--- config.mk ---
export PLATFORM = sky130hd
export DESIGN_NAME = dcr_command_bank
export DESIGN_NICKNAME = d
export VERILOG_FILES = /design/src/rtl/dcr_pkg.sv /design/src/rtl/dcr_command_bank.sv
export SDC_FILE = /design/constraint.sdc
export NUM_CORES = 1
export LEC_CHECK = 0
export BUFFER_PORTS_ARGS = -buffer_cell sky130_fd_sc_hd__buf_4
export CORE_MARGIN = 3
export CORE_UTILIZATION = 55
export CTS_CLUSTER_DIAMETER = 50
export DETAILED_ROUTE_END_ITERATION = 7
export MAX_ROUTING_LAYER = met4
export PLACE_DENSITY = 0.77
export SKIP_LAST_GASP = 1
export SLEW_MARGIN = 25
export SYNTH_ARGS = -nofsm -noshare
export SYNTH_HDL_FRONTEND = slang
export SYNTH_SLANG_ARGS = --single-unit
--- constraint.sdc ---
create_clock -name CLK_IN -period 6.5 [get_ports CLK_IN]
set_input_delay 0.325 -clock CLK_IN [delete_from_list [all_inputs] [get_ports CLK_IN]]
set_output_delay 0.325 -clock CLK_IN [all_outputs]
set_load 0.05 [all_outputs]
--- src/rtl/dcr_pkg.sv ---
// Constants, types and encodings of the drive command register bank
package dcr_pkg;

    // ==========================================================
    // Register indices (function code numbers)
    localparam logic [7:0] IDX_FREQ_SCALED = 8'h01;
    localparam logic [7:0] IDX_FREQ_HZ = 8'h05;
    localparam logic [7:0] IDX_RUN_WORD = 8'h06;
    localparam logic [7:0] IDX_PID_MAIN = 8'h0d;
    localparam logic [7:0] IDX_FAULT_CLEAR = 8'h0e;
    localparam logic [7:0] IDX_SPEED_RPM = 8'h13;
    localparam logic [7:0] IDX_EXT_PID_ONE = 8'h1f;
    localparam logic [7:0] IDX_EXT_PID_TWO = 8'h20;
    localparam logic [7:0] IDX_EXT_PID_THREE = 8'h21;
    localparam logic [7:0] IDX_CLK_YEAR_MONTH = 8'h5a;
    localparam logic [7:0] IDX_CLK_DAY_HOUR = 8'h5b;
    localparam logic [7:0] IDX_CLK_MIN_SEC = 8'h5c;
    localparam logic [7:0] IDX_CLK_COMMIT = 8'h5d;

    // ==========================================================
    // Reset values, fields and scales
    localparam logic [15:0] WORD_RESET = 16'h0000;
    localparam logic [15:0] COMMIT_WRITE = 16'h0001;
    localparam logic [15:0] FAULT_CLEAR_WRITE = 16'h0001;
    localparam logic [16:0] FREQ_FULL_SCALE = 17'd20000;
    localparam int RUN_BIT_FWD = 0;
    localparam int RUN_BIT_REV = 1;
    localparam int RUN_BIT_GP_LO = 2;
    localparam int RUN_BIT_XF = 13;
    localparam int RUN_BIT_XR = 14;
    localparam int RUN_BIT_ALARM = 15;
    localparam logic [1:0] PID_MODE_PROCESS_A = 2'd1;
    localparam logic [1:0] PID_MODE_PROCESS_B = 2'd2;

    // ==========================================================
    // Timing
    localparam int CLK_FREQ_MHZ = 100;
    localparam int RESET_PULSE_MS = 10;
    localparam int RESET_PULSE_CYCLES = RESET_PULSE_MS * 1000 * CLK_FREQ_MHZ;

    // ==========================================================
    // Types
    typedef enum logic [1:0] {
        SRC_NONE = 2'b00,
        SRC_SPEED = 2'b01,
        SRC_HZ = 2'b11,
        SRC_SCALED = 2'b10
    } dcr_src_type;

    typedef enum logic [0:0] {
        PULSE_IDLE = 1'b0,
        PULSE_ACTIVE = 1'b1
    } dcr_pulse_type;

    typedef struct packed {
        logic wr;
        logic rd;
        logic [7:0] idx;
        logic [15:0] wdata;
    } dcr_req_type;

    typedef struct packed {
        logic [15:0] year_month;
        logic [15:0] day_hour;
        logic [15:0] min_sec;
    } dcr_time_type;

endpackage : dcr_pkg

--- src/rtl/dcr_command_bank.sv ---
// Drive command register bank: command words, set-point selection and alarm reset
`timescale 1ns/1ps
module dcr_command_bank
    import dcr_pkg::*;
#(
    parameter int PULSE_CYCLES = RESET_PULSE_CYCLES
) (
    input wire logic CLK_IN,
    input wire logic RESETN_IN,
    input wire dcr_req_type REQ_IN,
    input wire logic [16:0] FREQ_UPPER_LIMIT_IN,
    input wire logic [1:0] PID_MODE_IN,
    input wire logic LINK_SEL_OK_IN,
    input wire logic LINK_ENABLE_TERMINAL_IN,
    output logic [15:0] RDATA_OUT,
    output logic RVALID_OUT,
    output dcr_src_type FREQ_SOURCE_OUT,
    output logic [15:0] FREQ_SCALED_OUT,
    output logic [15:0] FREQ_HZ_OUT,
    output logic [15:0] SPEED_RPM_OUT,
    output logic [15:0] PID_MAIN_OUT,
    output logic [47:0] EXT_PID_OUT,
    output logic RUN_FORWARD_OUT,
    output logic RUN_REVERSE_OUT,
    output logic [8:0] GENERAL_INPUTS_OUT,
    output logic LINK_ENABLED_OUT,
    output dcr_time_type CLOCK_TIME_OUT,
    output logic CLOCK_LOAD_OUT,
    output logic ALARM_RESET_OUT
);

    // ==========================================================
    // Helpers
    function automatic logic is_write(input dcr_req_type req, input logic [7:0] idx);
        is_write = req.wr && (req.idx == idx);
    endfunction : is_write

    function automatic logic [16:0] mag17(input logic [15:0] v);
        mag17 = v[15] ? (17'h00000 - {v[15], v}) : {1'b0, v};
    endfunction : mag17

    // ==========================================================
    // Command word storage
    logic [15:0] freq_scaled_r;
    logic [15:0] freq_hz_r;
    logic [15:0] run_word_r;
    logic [15:0] pid_main_r;
    logic [15:0] speed_rpm_r;
    logic [15:0] ext_pid_one_r;
    logic [15:0] ext_pid_two_r;
    logic [15:0] ext_pid_three_r;
    logic [15:0] clk_ym_r;
    logic [15:0] clk_dh_r;
    logic [15:0] clk_ms_r;
    logic [15:0] commit_r;
    logic scaled_written_r;
    logic hz_written_r;
    logic speed_written_r;

    // Any value is stored; limiting happens only on the applied path
    always_ff @(posedge CLK_IN or negedge RESETN_IN) begin
        if (!RESETN_IN) begin
            freq_scaled_r <= WORD_RESET;
            freq_hz_r <= WORD_RESET;
            pid_main_r <= WORD_RESET;
            speed_rpm_r <= WORD_RESET;
            ext_pid_one_r <= WORD_RESET;
            ext_pid_two_r <= WORD_RESET;
            ext_pid_three_r <= WORD_RESET;
            run_word_r <= WORD_RESET;
        end else begin
            if (is_write(REQ_IN, IDX_FREQ_SCALED)) freq_scaled_r <= REQ_IN.wdata;
            if (is_write(REQ_IN, IDX_FREQ_HZ)) freq_hz_r <= REQ_IN.wdata;
            if (is_write(REQ_IN, IDX_PID_MAIN)) pid_main_r <= REQ_IN.wdata;
            if (is_write(REQ_IN, IDX_SPEED_RPM)) speed_rpm_r <= REQ_IN.wdata;
            if (is_write(REQ_IN, IDX_EXT_PID_ONE)) ext_pid_one_r <= REQ_IN.wdata;
            if (is_write(REQ_IN, IDX_EXT_PID_TWO)) ext_pid_two_r <= REQ_IN.wdata;
            if (is_write(REQ_IN, IDX_EXT_PID_THREE)) ext_pid_three_r <= REQ_IN.wdata;
            if (is_write(REQ_IN, IDX_RUN_WORD)) run_word_r <= REQ_IN.wdata;
        end
    end

    // A word counts as specified once written after reset
    always_ff @(posedge CLK_IN or negedge RESETN_IN) begin
        if (!RESETN_IN) begin
            scaled_written_r <= 1'b0;
            hz_written_r <= 1'b0;
            speed_written_r <= 1'b0;
        end else begin
            if (is_write(REQ_IN, IDX_FREQ_SCALED)) scaled_written_r <= 1'b1;
            if (is_write(REQ_IN, IDX_FREQ_HZ)) hz_written_r <= 1'b1;
            if (is_write(REQ_IN, IDX_SPEED_RPM)) speed_written_r <= 1'b1;
        end
    end

    // ==========================================================
    // Clock set words and self-clearing commit
    logic commit_fire;
    assign commit_fire = (commit_r == COMMIT_WRITE);

    always_ff @(posedge CLK_IN or negedge RESETN_IN) begin
        if (!RESETN_IN) begin
            clk_ym_r <= WORD_RESET;
            clk_dh_r <= WORD_RESET;
            clk_ms_r <= WORD_RESET;
        end else begin
            if (is_write(REQ_IN, IDX_CLK_YEAR_MONTH)) clk_ym_r <= REQ_IN.wdata;
            if (is_write(REQ_IN, IDX_CLK_DAY_HOUR)) clk_dh_r <= REQ_IN.wdata;
            if (is_write(REQ_IN, IDX_CLK_MIN_SEC)) clk_ms_r <= REQ_IN.wdata;
        end
    end

    // A new write beats the automatic clear in the same cycle
    always_ff @(posedge CLK_IN or negedge RESETN_IN) begin
        if (!RESETN_IN) begin
            commit_r <= WORD_RESET;
        end else if (is_write(REQ_IN, IDX_CLK_COMMIT)) begin
            commit_r <= REQ_IN.wdata;
        end else if (commit_fire) begin
            commit_r <= WORD_RESET;
        end
    end

    // Time is frozen into the output register with the load strobe
    always_ff @(posedge CLK_IN or negedge RESETN_IN) begin
        if (!RESETN_IN) begin
            CLOCK_TIME_OUT <= '0;
            CLOCK_LOAD_OUT <= 1'b0;
        end else begin
            CLOCK_LOAD_OUT <= commit_fire;
            if (commit_fire) begin
                CLOCK_TIME_OUT <= '{year_month: clk_ym_r, day_hour: clk_dh_r, min_sec: clk_ms_r};
            end
        end
    end

    // ==========================================================
    // Register read port
    logic [15:0] rdata_nxt;

    always_comb begin
        unique case (REQ_IN.idx)
            IDX_FREQ_SCALED: rdata_nxt = freq_scaled_r;
            IDX_FREQ_HZ: rdata_nxt = freq_hz_r;
            IDX_RUN_WORD: rdata_nxt = run_word_r;
            IDX_PID_MAIN: rdata_nxt = pid_main_r;
            IDX_FAULT_CLEAR: rdata_nxt = WORD_RESET;
            IDX_SPEED_RPM: rdata_nxt = speed_rpm_r;
            IDX_EXT_PID_ONE: rdata_nxt = ext_pid_one_r;
            IDX_EXT_PID_TWO: rdata_nxt = ext_pid_two_r;
            IDX_EXT_PID_THREE: rdata_nxt = ext_pid_three_r;
            IDX_CLK_YEAR_MONTH: rdata_nxt = clk_ym_r;
            IDX_CLK_DAY_HOUR: rdata_nxt = clk_dh_r;
            IDX_CLK_MIN_SEC: rdata_nxt = clk_ms_r;
            IDX_CLK_COMMIT: rdata_nxt = commit_r;
            default: rdata_nxt = WORD_RESET;
        endcase
    end

    // Stored words, never the applied values
    always_ff @(posedge CLK_IN or negedge RESETN_IN) begin
        if (!RESETN_IN) begin
            RDATA_OUT <= WORD_RESET;
            RVALID_OUT <= 1'b0;
        end else begin
            RVALID_OUT <= REQ_IN.rd;
            if (REQ_IN.rd) RDATA_OUT <= rdata_nxt;
        end
    end

    // ==========================================================
    // Frequency source precedence and limiting
    dcr_src_type src_nxt;
    logic [16:0] limit_mag;
    logic [16:0] scaled_mag;
    logic [16:0] clip_mag;
    logic [15:0] scaled_nxt;

    always_comb begin
        if (scaled_written_r && freq_scaled_r != WORD_RESET) begin
            src_nxt = SRC_SCALED;
        end else if (hz_written_r && (freq_hz_r != WORD_RESET || !speed_written_r)) begin
            src_nxt = SRC_HZ;
        end else if (speed_written_r) begin
            src_nxt = SRC_SPEED;
        end else if (scaled_written_r) begin
            src_nxt = SRC_SCALED;
        end else begin
            src_nxt = SRC_NONE;
        end
    end

    // Lower of full scale and the configured upper limit
    always_comb begin
        limit_mag = (FREQ_UPPER_LIMIT_IN < FREQ_FULL_SCALE) ? FREQ_UPPER_LIMIT_IN : FREQ_FULL_SCALE;
        scaled_mag = mag17(freq_scaled_r);
        clip_mag = (scaled_mag > limit_mag) ? limit_mag : scaled_mag;
        scaled_nxt = freq_scaled_r[15] ? 16'(17'h00000 - clip_mag) : clip_mag[15:0];
    end

    always_ff @(posedge CLK_IN or negedge RESETN_IN) begin
        if (!RESETN_IN) begin
            FREQ_SOURCE_OUT <= SRC_NONE;
            FREQ_SCALED_OUT <= WORD_RESET;
            FREQ_HZ_OUT <= WORD_RESET;
            SPEED_RPM_OUT <= WORD_RESET;
        end else begin
            FREQ_SOURCE_OUT <= src_nxt;
            FREQ_SCALED_OUT <= scaled_nxt;
            FREQ_HZ_OUT <= freq_hz_r;
            SPEED_RPM_OUT <= speed_rpm_r;
        end
    end

    // ==========================================================
    // PID set-points
    logic pid_process;
    assign pid_process = (PID_MODE_IN == PID_MODE_PROCESS_A) || (PID_MODE_IN == PID_MODE_PROCESS_B);

    always_ff @(posedge CLK_IN or negedge RESETN_IN) begin
        if (!RESETN_IN) begin
            PID_MAIN_OUT <= WORD_RESET;
            EXT_PID_OUT <= '0;
        end else begin
            PID_MAIN_OUT <= (pid_process && pid_main_r[15]) ? WORD_RESET : pid_main_r;
            EXT_PID_OUT <= {ext_pid_three_r, ext_pid_two_r, ext_pid_one_r};
        end
    end

    // ==========================================================
    // Link enable terminal, three-stage with agreement filter
    logic [2:0] le_sync_r;
    logic le_stable_r;
    logic link_en_r;

    always_ff @(posedge CLK_IN or negedge RESETN_IN) begin
        if (!RESETN_IN) begin
            le_sync_r <= 3'h0;
        end else begin
            le_sync_r <= {le_sync_r[1:0], LINK_ENABLE_TERMINAL_IN};
        end
    end

    always_ff @(posedge CLK_IN or negedge RESETN_IN) begin
        if (!RESETN_IN) begin
            le_stable_r <= 1'b0;
        end else if (le_sync_r[1] == le_sync_r[2]) begin
            le_stable_r <= le_sync_r[2];
        end
    end

    always_ff @(posedge CLK_IN or negedge RESETN_IN) begin
        if (!RESETN_IN) begin
            link_en_r <= 1'b0;
        end else begin
            link_en_r <= le_stable_r && LINK_SEL_OK_IN;
        end
    end

    // ==========================================================
    // Operation word outputs, always positive logic
    always_ff @(posedge CLK_IN or negedge RESETN_IN) begin
        if (!RESETN_IN) begin
            RUN_FORWARD_OUT <= 1'b0;
            RUN_REVERSE_OUT <= 1'b0;
            GENERAL_INPUTS_OUT <= 9'h000;
            LINK_ENABLED_OUT <= 1'b0;
        end else begin
            RUN_FORWARD_OUT <= run_word_r[RUN_BIT_FWD];
            RUN_REVERSE_OUT <= run_word_r[RUN_BIT_REV];
            // Function mapping of these bits belongs to the input assignment logic
            GENERAL_INPUTS_OUT <= {run_word_r[RUN_BIT_XR], run_word_r[RUN_BIT_XF],
                run_word_r[RUN_BIT_GP_LO+6:RUN_BIT_GP_LO]};
            LINK_ENABLED_OUT <= link_en_r;
        end
    end

    // ==========================================================
    // Alarm reset: word bit 15 release or pulse word write
    logic alarm_bit_prev_r;
    logic word_reset_trig;
    logic pulse_reset_trig;
    dcr_pulse_type pulse_r;
    dcr_pulse_type pulse_nxt;
    logic [31:0] pulse_cnt_r;
    logic [31:0] pulse_cnt_nxt;

    always_ff @(posedge CLK_IN or negedge RESETN_IN) begin
        if (!RESETN_IN) begin
            alarm_bit_prev_r <= 1'b0;
        end else begin
            alarm_bit_prev_r <= run_word_r[RUN_BIT_ALARM];
        end
    end

    // Acting on the release avoids a reset held for as long as the bit stays set
    assign word_reset_trig = alarm_bit_prev_r && !run_word_r[RUN_BIT_ALARM] && link_en_r;
    assign pulse_reset_trig = is_write(REQ_IN, IDX_FAULT_CLEAR) && REQ_IN.wdata == FAULT_CLEAR_WRITE;

    // A new trigger restarts the full period
    always_comb begin
        pulse_nxt = pulse_r;
        pulse_cnt_nxt = pulse_cnt_r;
        unique case (pulse_r)
            PULSE_IDLE: begin
                if (word_reset_trig || pulse_reset_trig) begin
                    pulse_nxt = PULSE_ACTIVE;
                    pulse_cnt_nxt = 32'h00000000;
                end
            end
            PULSE_ACTIVE: begin
                if (word_reset_trig || pulse_reset_trig) begin
                    pulse_cnt_nxt = 32'h00000000;
                end else if (pulse_cnt_r >= 32'(PULSE_CYCLES - 1)) begin
                    pulse_nxt = PULSE_IDLE;
                end else begin
                    pulse_cnt_nxt = pulse_cnt_r + 32'h00000001;
                end
            end
        endcase
    end

    always_ff @(posedge CLK_IN or negedge RESETN_IN) begin
        if (!RESETN_IN) begin
            pulse_r <= PULSE_IDLE;
            pulse_cnt_r <= 32'h00000000;
            ALARM_RESET_OUT <= 1'b0;
        end else begin
            pulse_r <= pulse_nxt;
            pulse_cnt_r <= pulse_cnt_nxt;
            ALARM_RESET_OUT <= (pulse_nxt == PULSE_ACTIVE);
        end
    end

    // ==========================================================
    // Checks
    chk_scaled_precedence: assert property (@(posedge CLK_IN) disable iff (!RESETN_IN)
        (scaled_written_r && freq_scaled_r != 16'h0000) |=> FREQ_SOURCE_OUT == SRC_SCALED)
        else $error("Nonzero scaled word did not take precedence");

    chk_hz_precedence: assert property (@(posedge CLK_IN) disable iff (!RESETN_IN)
        (hz_written_r && speed_written_r && freq_hz_r != 16'h0000 &&
         (!scaled_written_r || freq_scaled_r == 16'h0000)) |=> FREQ_SOURCE_OUT == SRC_HZ)
        else $error("Nonzero hertz word did not beat speed word");

    chk_scaled_limit: assert property (@(posedge CLK_IN) disable iff (!RESETN_IN)
        mag17(FREQ_SCALED_OUT) <= 17'd20000)
        else $error("Applied scaled frequency exceeds full scale");

    chk_scaled_stored: assert property (@(posedge CLK_IN) disable iff (!RESETN_IN)
        is_write(REQ_IN, IDX_FREQ_SCALED) ##1 (REQ_IN.rd && REQ_IN.idx == IDX_FREQ_SCALED &&
        !REQ_IN.wr) |=> RDATA_OUT == $past(REQ_IN.wdata, 2))
        else $error("Scaled word not stored as written");

    chk_pid_negative: assert property (@(posedge CLK_IN) disable iff (!RESETN_IN)
        (pid_process && pid_main_r[15]) |=> PID_MAIN_OUT == 16'h0000)
        else $error("Negative PID word applied under process PID");

    chk_readback_pid: assert property (@(posedge CLK_IN) disable iff (!RESETN_IN)
        (REQ_IN.rd && REQ_IN.idx == IDX_PID_MAIN) |=> RVALID_OUT && RDATA_OUT == $past(pid_main_r))
        else $error("PID word readback differs from stored word");

    chk_commit_cycle: assert property (@(posedge CLK_IN) disable iff (!RESETN_IN)
        (is_write(REQ_IN, IDX_CLK_COMMIT) && REQ_IN.wdata == 16'h0001) ##1
        !is_write(REQ_IN, IDX_CLK_COMMIT) |=> CLOCK_LOAD_OUT && commit_r == 16'h0000)
        else $error("Clock commit did not load and clear");

    chk_fault_read_zero: assert property (@(posedge CLK_IN) disable iff (!RESETN_IN)
        (REQ_IN.rd && REQ_IN.idx == IDX_FAULT_CLEAR) |=> RDATA_OUT == 16'h0000)
        else $error("Alarm reset word read nonzero");

    chk_fault_pulse: assert property (@(posedge CLK_IN) disable iff (!RESETN_IN)
        pulse_reset_trig |=> ALARM_RESET_OUT [*2])
        else $error("Alarm reset word write did not raise reset");

    chk_word_reset_gate: assert property (@(posedge CLK_IN) disable iff (!RESETN_IN)
        (!ALARM_RESET_OUT && !pulse_reset_trig && !link_en_r) |=> !ALARM_RESET_OUT)
        else $error("Operation word reset passed while link disabled");

    chk_pulse_ends: assert property (@(posedge CLK_IN) disable iff (!RESETN_IN)
        (pulse_r == PULSE_ACTIVE && pulse_cnt_r >= 32'(PULSE_CYCLES - 1) &&
         !word_reset_trig && !pulse_reset_trig) |=> !ALARM_RESET_OUT)
        else $error("Alarm reset did not end after its period");

endmodule : dcr_command_bank

-- Word-level counts from Yosys, hierarchy flattened
Index checks and enable logic that the tools add are counted.
- flip-flop bits (word level): 426
- bits of input ports: 49
- bits in read-only memories: 0
- word-level logic and storage cells: 113
- memories kept: 0
- RAM bits: 0
- latch bits: 0
- output and inout port bits: 193
- equal/unequal tests: 20
- div/mod/pow operators: 0
- $add $sub $neg: 3
- bitwise gates (word level): 1
- reduce and logical (&&, ||, !) cells: 29
- shift-type cells: 0
- $mul: 0
- magnitude comparators: 3
- muxes and demuxes: 20
- operator list (operator ; number):
    one-hot mux 16 bit (12 select lines) ; 1
    two-way mux 32 bit ; 3
    two-way mux 16 bit ; 5
    one-hot mux 32 bit (2 select lines) ; 1
    two-way mux 17 bit ; 2
    adder 32 x 1 -> 32 bit, second input constant ; 1
    equality test 16 x 1 -> 1 bit, second input constant ; 2
    equality test 8 x 7 -> 1 bit, second input constant ; 4
    >= comparator 32 x 20 -> 1 bit, second input constant ; 1
    nonzero test 16 bit ; 2
    logical AND 1 bit ; 20
    > comparator 17 bit ; 1
    less-than comparator 17 x 15 -> 1 bit, second input constant ; 1
    subtractor 1 x 16 -> 17 bit, first input constant ; 1
    equality test 8 x 3 -> 1 bit, second input constant ; 2
    equality test 8 x 4 -> 1 bit, second input constant ; 2
    equality test 8 x 5 -> 1 bit, second input constant ; 2
    equality test 8 x 6 -> 1 bit, second input constant ; 2
    subtractor 1 x 16 -> 16 bit, first input constant ; 1
    equality test 8 x 1 -> 1 bit, second input constant ; 1
    two-way mux 2 bit ; 4
    logical OR 1 bit ; 3
    two-way mux 1 bit ; 3
    != test 3 bit, second input constant ; 1
    other kinds (9) ; 10

-- Longest topological paths before layout
- depth after elaboration: 6
- gate-level depth with buffers: 22

-- Worst setup path before layout
No wires, ideal clock.
- path type: register to register
- start: reg freq_scaled_r[0]
- end: reg FREQ_SCALED_OUT[8]
- setup time: 0.081 ns
- arrival: 4.562 ns
- cell stages (with the launch flop): 21
- slack: 1.856 ns
- required time: 6.419 ns
- cells stage by stage: dfrtp_1 inv_1 ha_1 or3b_2 clkbuf_1 o41ai_2 xnor2_1 ha_1 a211oi_1 o22ai_1 a2111o_1 o21a_1 clkbuf_1 buf_1 o21ai_0 ha_1 nand3_1 nor2_1 inv_1 o311ai_0 xnor2_1
- cells in the longest elaborated chain, start to end: 6
- ends and longest elaborated chain (item ; RTL line ; text):
    start, declared ; dcr_command_bank.sv:44 ; logic [15:0] freq_scaled_r;
    start signal, assigned ; dcr_command_bank.sv:72 ; if (is_write(REQ_IN, IDX_FREQ_SCALED)) freq_scaled_r <= REQ_IN.wdata;
    subtractor 1 x 16 -> 17 bit ; dcr_command_bank.sv:39 ; mag17 = v[15] ? (17'h00000 - {v[15], v}) : {1'b0, v};
    two-way mux 17 bit (*) ; dcr_command_bank.sv:39 ;
    > comparator 17 bit ; dcr_command_bank.sv:197 ; clip_mag = (scaled_mag > limit_mag) ? limit_mag : scaled_mag;
    two-way mux 16 bit (*) ; dcr_command_bank.sv:197 ;
    subtractor 1 x 16 -> 16 bit ; dcr_command_bank.sv:198 ; scaled_nxt = freq_scaled_r[15] ? 16'(17'h00000 - clip_mag) : clip_mag[15:0];
    two-way mux 16 bit (*) ; dcr_command_bank.sv:198 ;
    via scaled_nxt[8] ; dcr_command_bank.sv:177 ; logic [15:0] scaled_nxt;
    end signal, assigned ; dcr_command_bank.sv:209 ; FREQ_SCALED_OUT <= scaled_nxt;
    end, declared ; dcr_command_bank.sv:18 ; output logic [15:0] FREQ_SCALED_OUT,
The timed path passes the listed nets; every way through them passes the cells marked *.
A chain may end at the register's enable or synchronous reset.

-- Worst setup path in the final report
Same ends and word-level chain as after synthesis.

==> metrics.csv <==
metric,value,unit
status,finished clean,
die width,186.3,um
capturing point of the worst reg2reg path,FREQ_SCALED_OUT[8],
top-count cell post-synth,dfrtp_1,
I/O Pins,242,
Synth warnings,0,
total power,6237,uW
gpl congestion,0.8631,
Max Root-Sink Buffers,3,
Via density,6.002,
Site Rows,65,
"CP delay by family, top",compound AO/OA/AOI/OAI gates,
vias after detailed routing,13330,
CP required,6960,ps
clock-pin slew on the worst setup and hold paths,60,ps
Post-synth EDFFs,0,
met2 global-route usage,47.66,%
met3 GRT Util,5.918,%
clock skew,14.67,ps
drt first pass iters,7,
global route hottest layer,met2,
worst-path fanout max,7,
Starting Density,56.23,%
Worst Hold Class,input port to flip-flop,
cts bufs inserted,44,
FF-to-FF path depth,17,
Avg WL per Cell,23.02,um
design area,0.02163,mm^2
GRT Total Usage,29.81,%
Worst setup SP type,flip-flop,
Yosys top cell area share,59.62,%
first-pass GRT wire length,79.43,mm
vias in the first global route,13480,
largest net degree at the start of global routing,186,
asr flop ratio synth,100.0,%
worst r2r src,freq_scaled_r[0],
ANT nets after route,0,
Least-Margin Pin Slew,987.5,ps
IO buf count,241,
Lkg Pwr,0.01091,uW
Overflow after GRT,0,
post-synth cell types,74,
initial antenna violation count,4,
endpoints failing hold,0,
post-synthesis sequential area ratio,59.62,%
post-layout minimum cycle time,4878,ps
max_slew headroom,34.01,%
largest cells by area after synthesis,"dfrtp_1 (60%), mux2_2 (12%), nand2_1 (4.8%)",
H-tree levels,2,
r2r setup slk,1620,ps
share of cells above drive strength 1,30.19,%
"area leader, netlist",dfrtp_1,
fin util,68.02,%
Sink Count,426,
Die H,186.3,um
Max Fclk,205.0,MHz
Max Cap Viol,0,
Synth Area per Inst,11.75,um^2
CTS Root Cell,clkbuf_16,
layout net count,1816,
Crit path depth,17,
Worst Setup End Kind,flip-flop,
Tcrit/Tclk final,75.05,%
Post-Synthesis Cells,1522,
unrepaired setup endpoints after global routing,false,
clk_lat worst skew,550,ps
Mapped Area,0.01788,mm^2
CP bufs+invs,2,
Final setup viols,0,
die area,0.03471,mm^2
CP Cell Sequence,inv_1 > ha_1 > or3b_2 > o41ai_2 > xnor2_1 > ha_1 > a211oi_1 > o22ai_1 > a2111o_1 > o21a_1 > o21ai_0 > ha_1 > nand3_1 > nor2_1 > inv_1 > o311ai_0 > xnor2_1,
"flops & latches, synth",426,
Final HPWL DP,35.10,mm
Max Slew Vio Count,0,
Critical Path Sink,FREQ_SCALED_OUT[8],
VDD IR max,224.8,uV
Worst EP arrival,5340,ps
DP Worst Slack,1676,ps
area delta synth->final,20.97,%
grt met1 use,38.99,%
DRC,0,
crit path from,freq_scaled_r[0],
"Worst Setup Slack, final",1622,ps
setup_tns,0,ps
DP Area,0.02006,mm^2
post_cts resized,0,
Synth Flop Type,dfrtp_1,
final WL,51.13,mm
cell repeated most along the worst path,ha_1,
CTS tree,yes,
CP peak stage delay,560,ps
DRT iter0 DRCs,1365,
core box area,0.03180,mm^2
synth cell count leaders,"dfrtp_1 (426), nand2_1 (229), mux2_2 (183), nor2_1 (77), clkbuf_1 (71)",
critical path type,flip-flop to flip-flop,
crit path max-delay cell type,or3b_2,
Cell Pwr Density,288.3,mW/mm^2
layer usage:
| metal | vias up | share of wire, % |
|---|---|---|
| met5 | - | 0 |
| met4 | 0 | 3.3 |
| met3 | 139 | 8.4 |
| met2 | 672 | 48 |
| met1 | 6646 | 41 |
| li1 | 5874 | - |
final cells by class:
cell class,count,area [um^2]
flip-flops and latches,426,10660
fillers,2300,10170
multi-input cells,974,6748
repair buffers,264,2029
clock buffers,68,1354
well taps,435,544.3
clock inverters,13,145.1
inverters,37,138.9
diodes,4,10.01
worst reg2reg max path: stages, from the launching register on:
cell	delay, ps
dfrtp_1	450
inv_1	140
ha_1	240
or3b_2	560
o41ai_2	350
xnor2_1	250
ha_1	310
a211oi_1	210
o22ai_1	120
a2111o_1	390
o21a_1	250
o21ai_0	260
ha_1	260
nand3_1	110
nor2_1	280
inv_1	100
o311ai_0	370
xnor2_1	170
per-stage QoR:
step / cells / hold WS [ps]
floorplan: 1523 / 29.41
global placement: 2132 / 333.6
detailed placement: 2132 / 343.6
CTS: 2216 / 11.83
global route: 2221 / 29.27
finish: 2221 / 23.34
cell usage in the layout (no fill, tap or decap), types with 20 or more instances in the layout:
master	instances
a21oi_1	37
a222oi_1	23
a22oi_1	32
and2_1	31
buf_4	258
clkbuf_16	46
dfrtp_1	426
ha_1	20
inv_1	37
mux2_2	183
nand2_1	228
nand3_1	25
nor2_1	77
nor4_1	22
o21ai_0	41
xnor2_1	24
power by group:
part           leakage (uW)  internal [uW]  switching, uW
registers           0.00584           2790            112
clock network      0.000742           1520           1040
logic               0.00433            250            519
total                0.0109           4560           1670
sequential cells by signal, indices dropped and copies added (netlist names), 16 cells and up:
register	cells
freq_scaled_r	16
pulse_cnt_r	32
CLOCK_TIME_OUT	48
SPEED_RPM_OUT	16
ext_pid_two_r	16
ext_pid_one_r	16
clk_ms_r	16
PID_MAIN_OUT	16
RDATA_OUT	16
clk_ym_r	16
commit_r	16
pid_main_r	16
speed_rpm_r	16
FREQ_SCALED_OUT	16
run_word_r	16
clk_dh_r	16
ext_pid_three_r	16
FREQ_HZ_OUT	16
freq_hz_r	16
EXT_PID_OUT	48
worst min-delay path by stage:
stage	depth (start not counted)	from	to	slack (ps)
final	2	REQ_IN[0]	clk_dh_r[0]	20
after global routing	2	REQ_IN[0]	clk_dh_r[0]	30
after CTS	2	REQ_IN[0]	clk_dh_r[0]	10
after detailed placement	0	le_sync_r[0]	le_sync_r[1]	340
after global placement	0	le_sync_r[0]	le_sync_r[1]	330
after floorplan	0	RESETN_IN	CLOCK_LOAD_OUT	30
logic make-up (layout without fill, tap and decap cells):
kind of cell | count (synthesis) | count (layout) | synth area share [%]
flip-flops | 426 | 426 | 59.62
AO/OA/AOI/OAI | 237 | 237 | 9.321
adder cells (fa/ha/maj) | 21 | 21 | 1.456
other | 2 | 7 | 0.04200
XOR/XNOR | 33 | 33 | 1.617
buffers and inverters | 123 | 382 | 2.729
multiplexers | 197 | 197 | 12.31
AND/OR/NAND/NOR | 483 | 483 | 12.90
what timing repair did:
action / in CTS / in global routing
endpoints found under the hold margin: 130 / 0
hold buffers: 3 / 0
buffers inserted: 0 / 0
(Power assumes the default switching activity.)
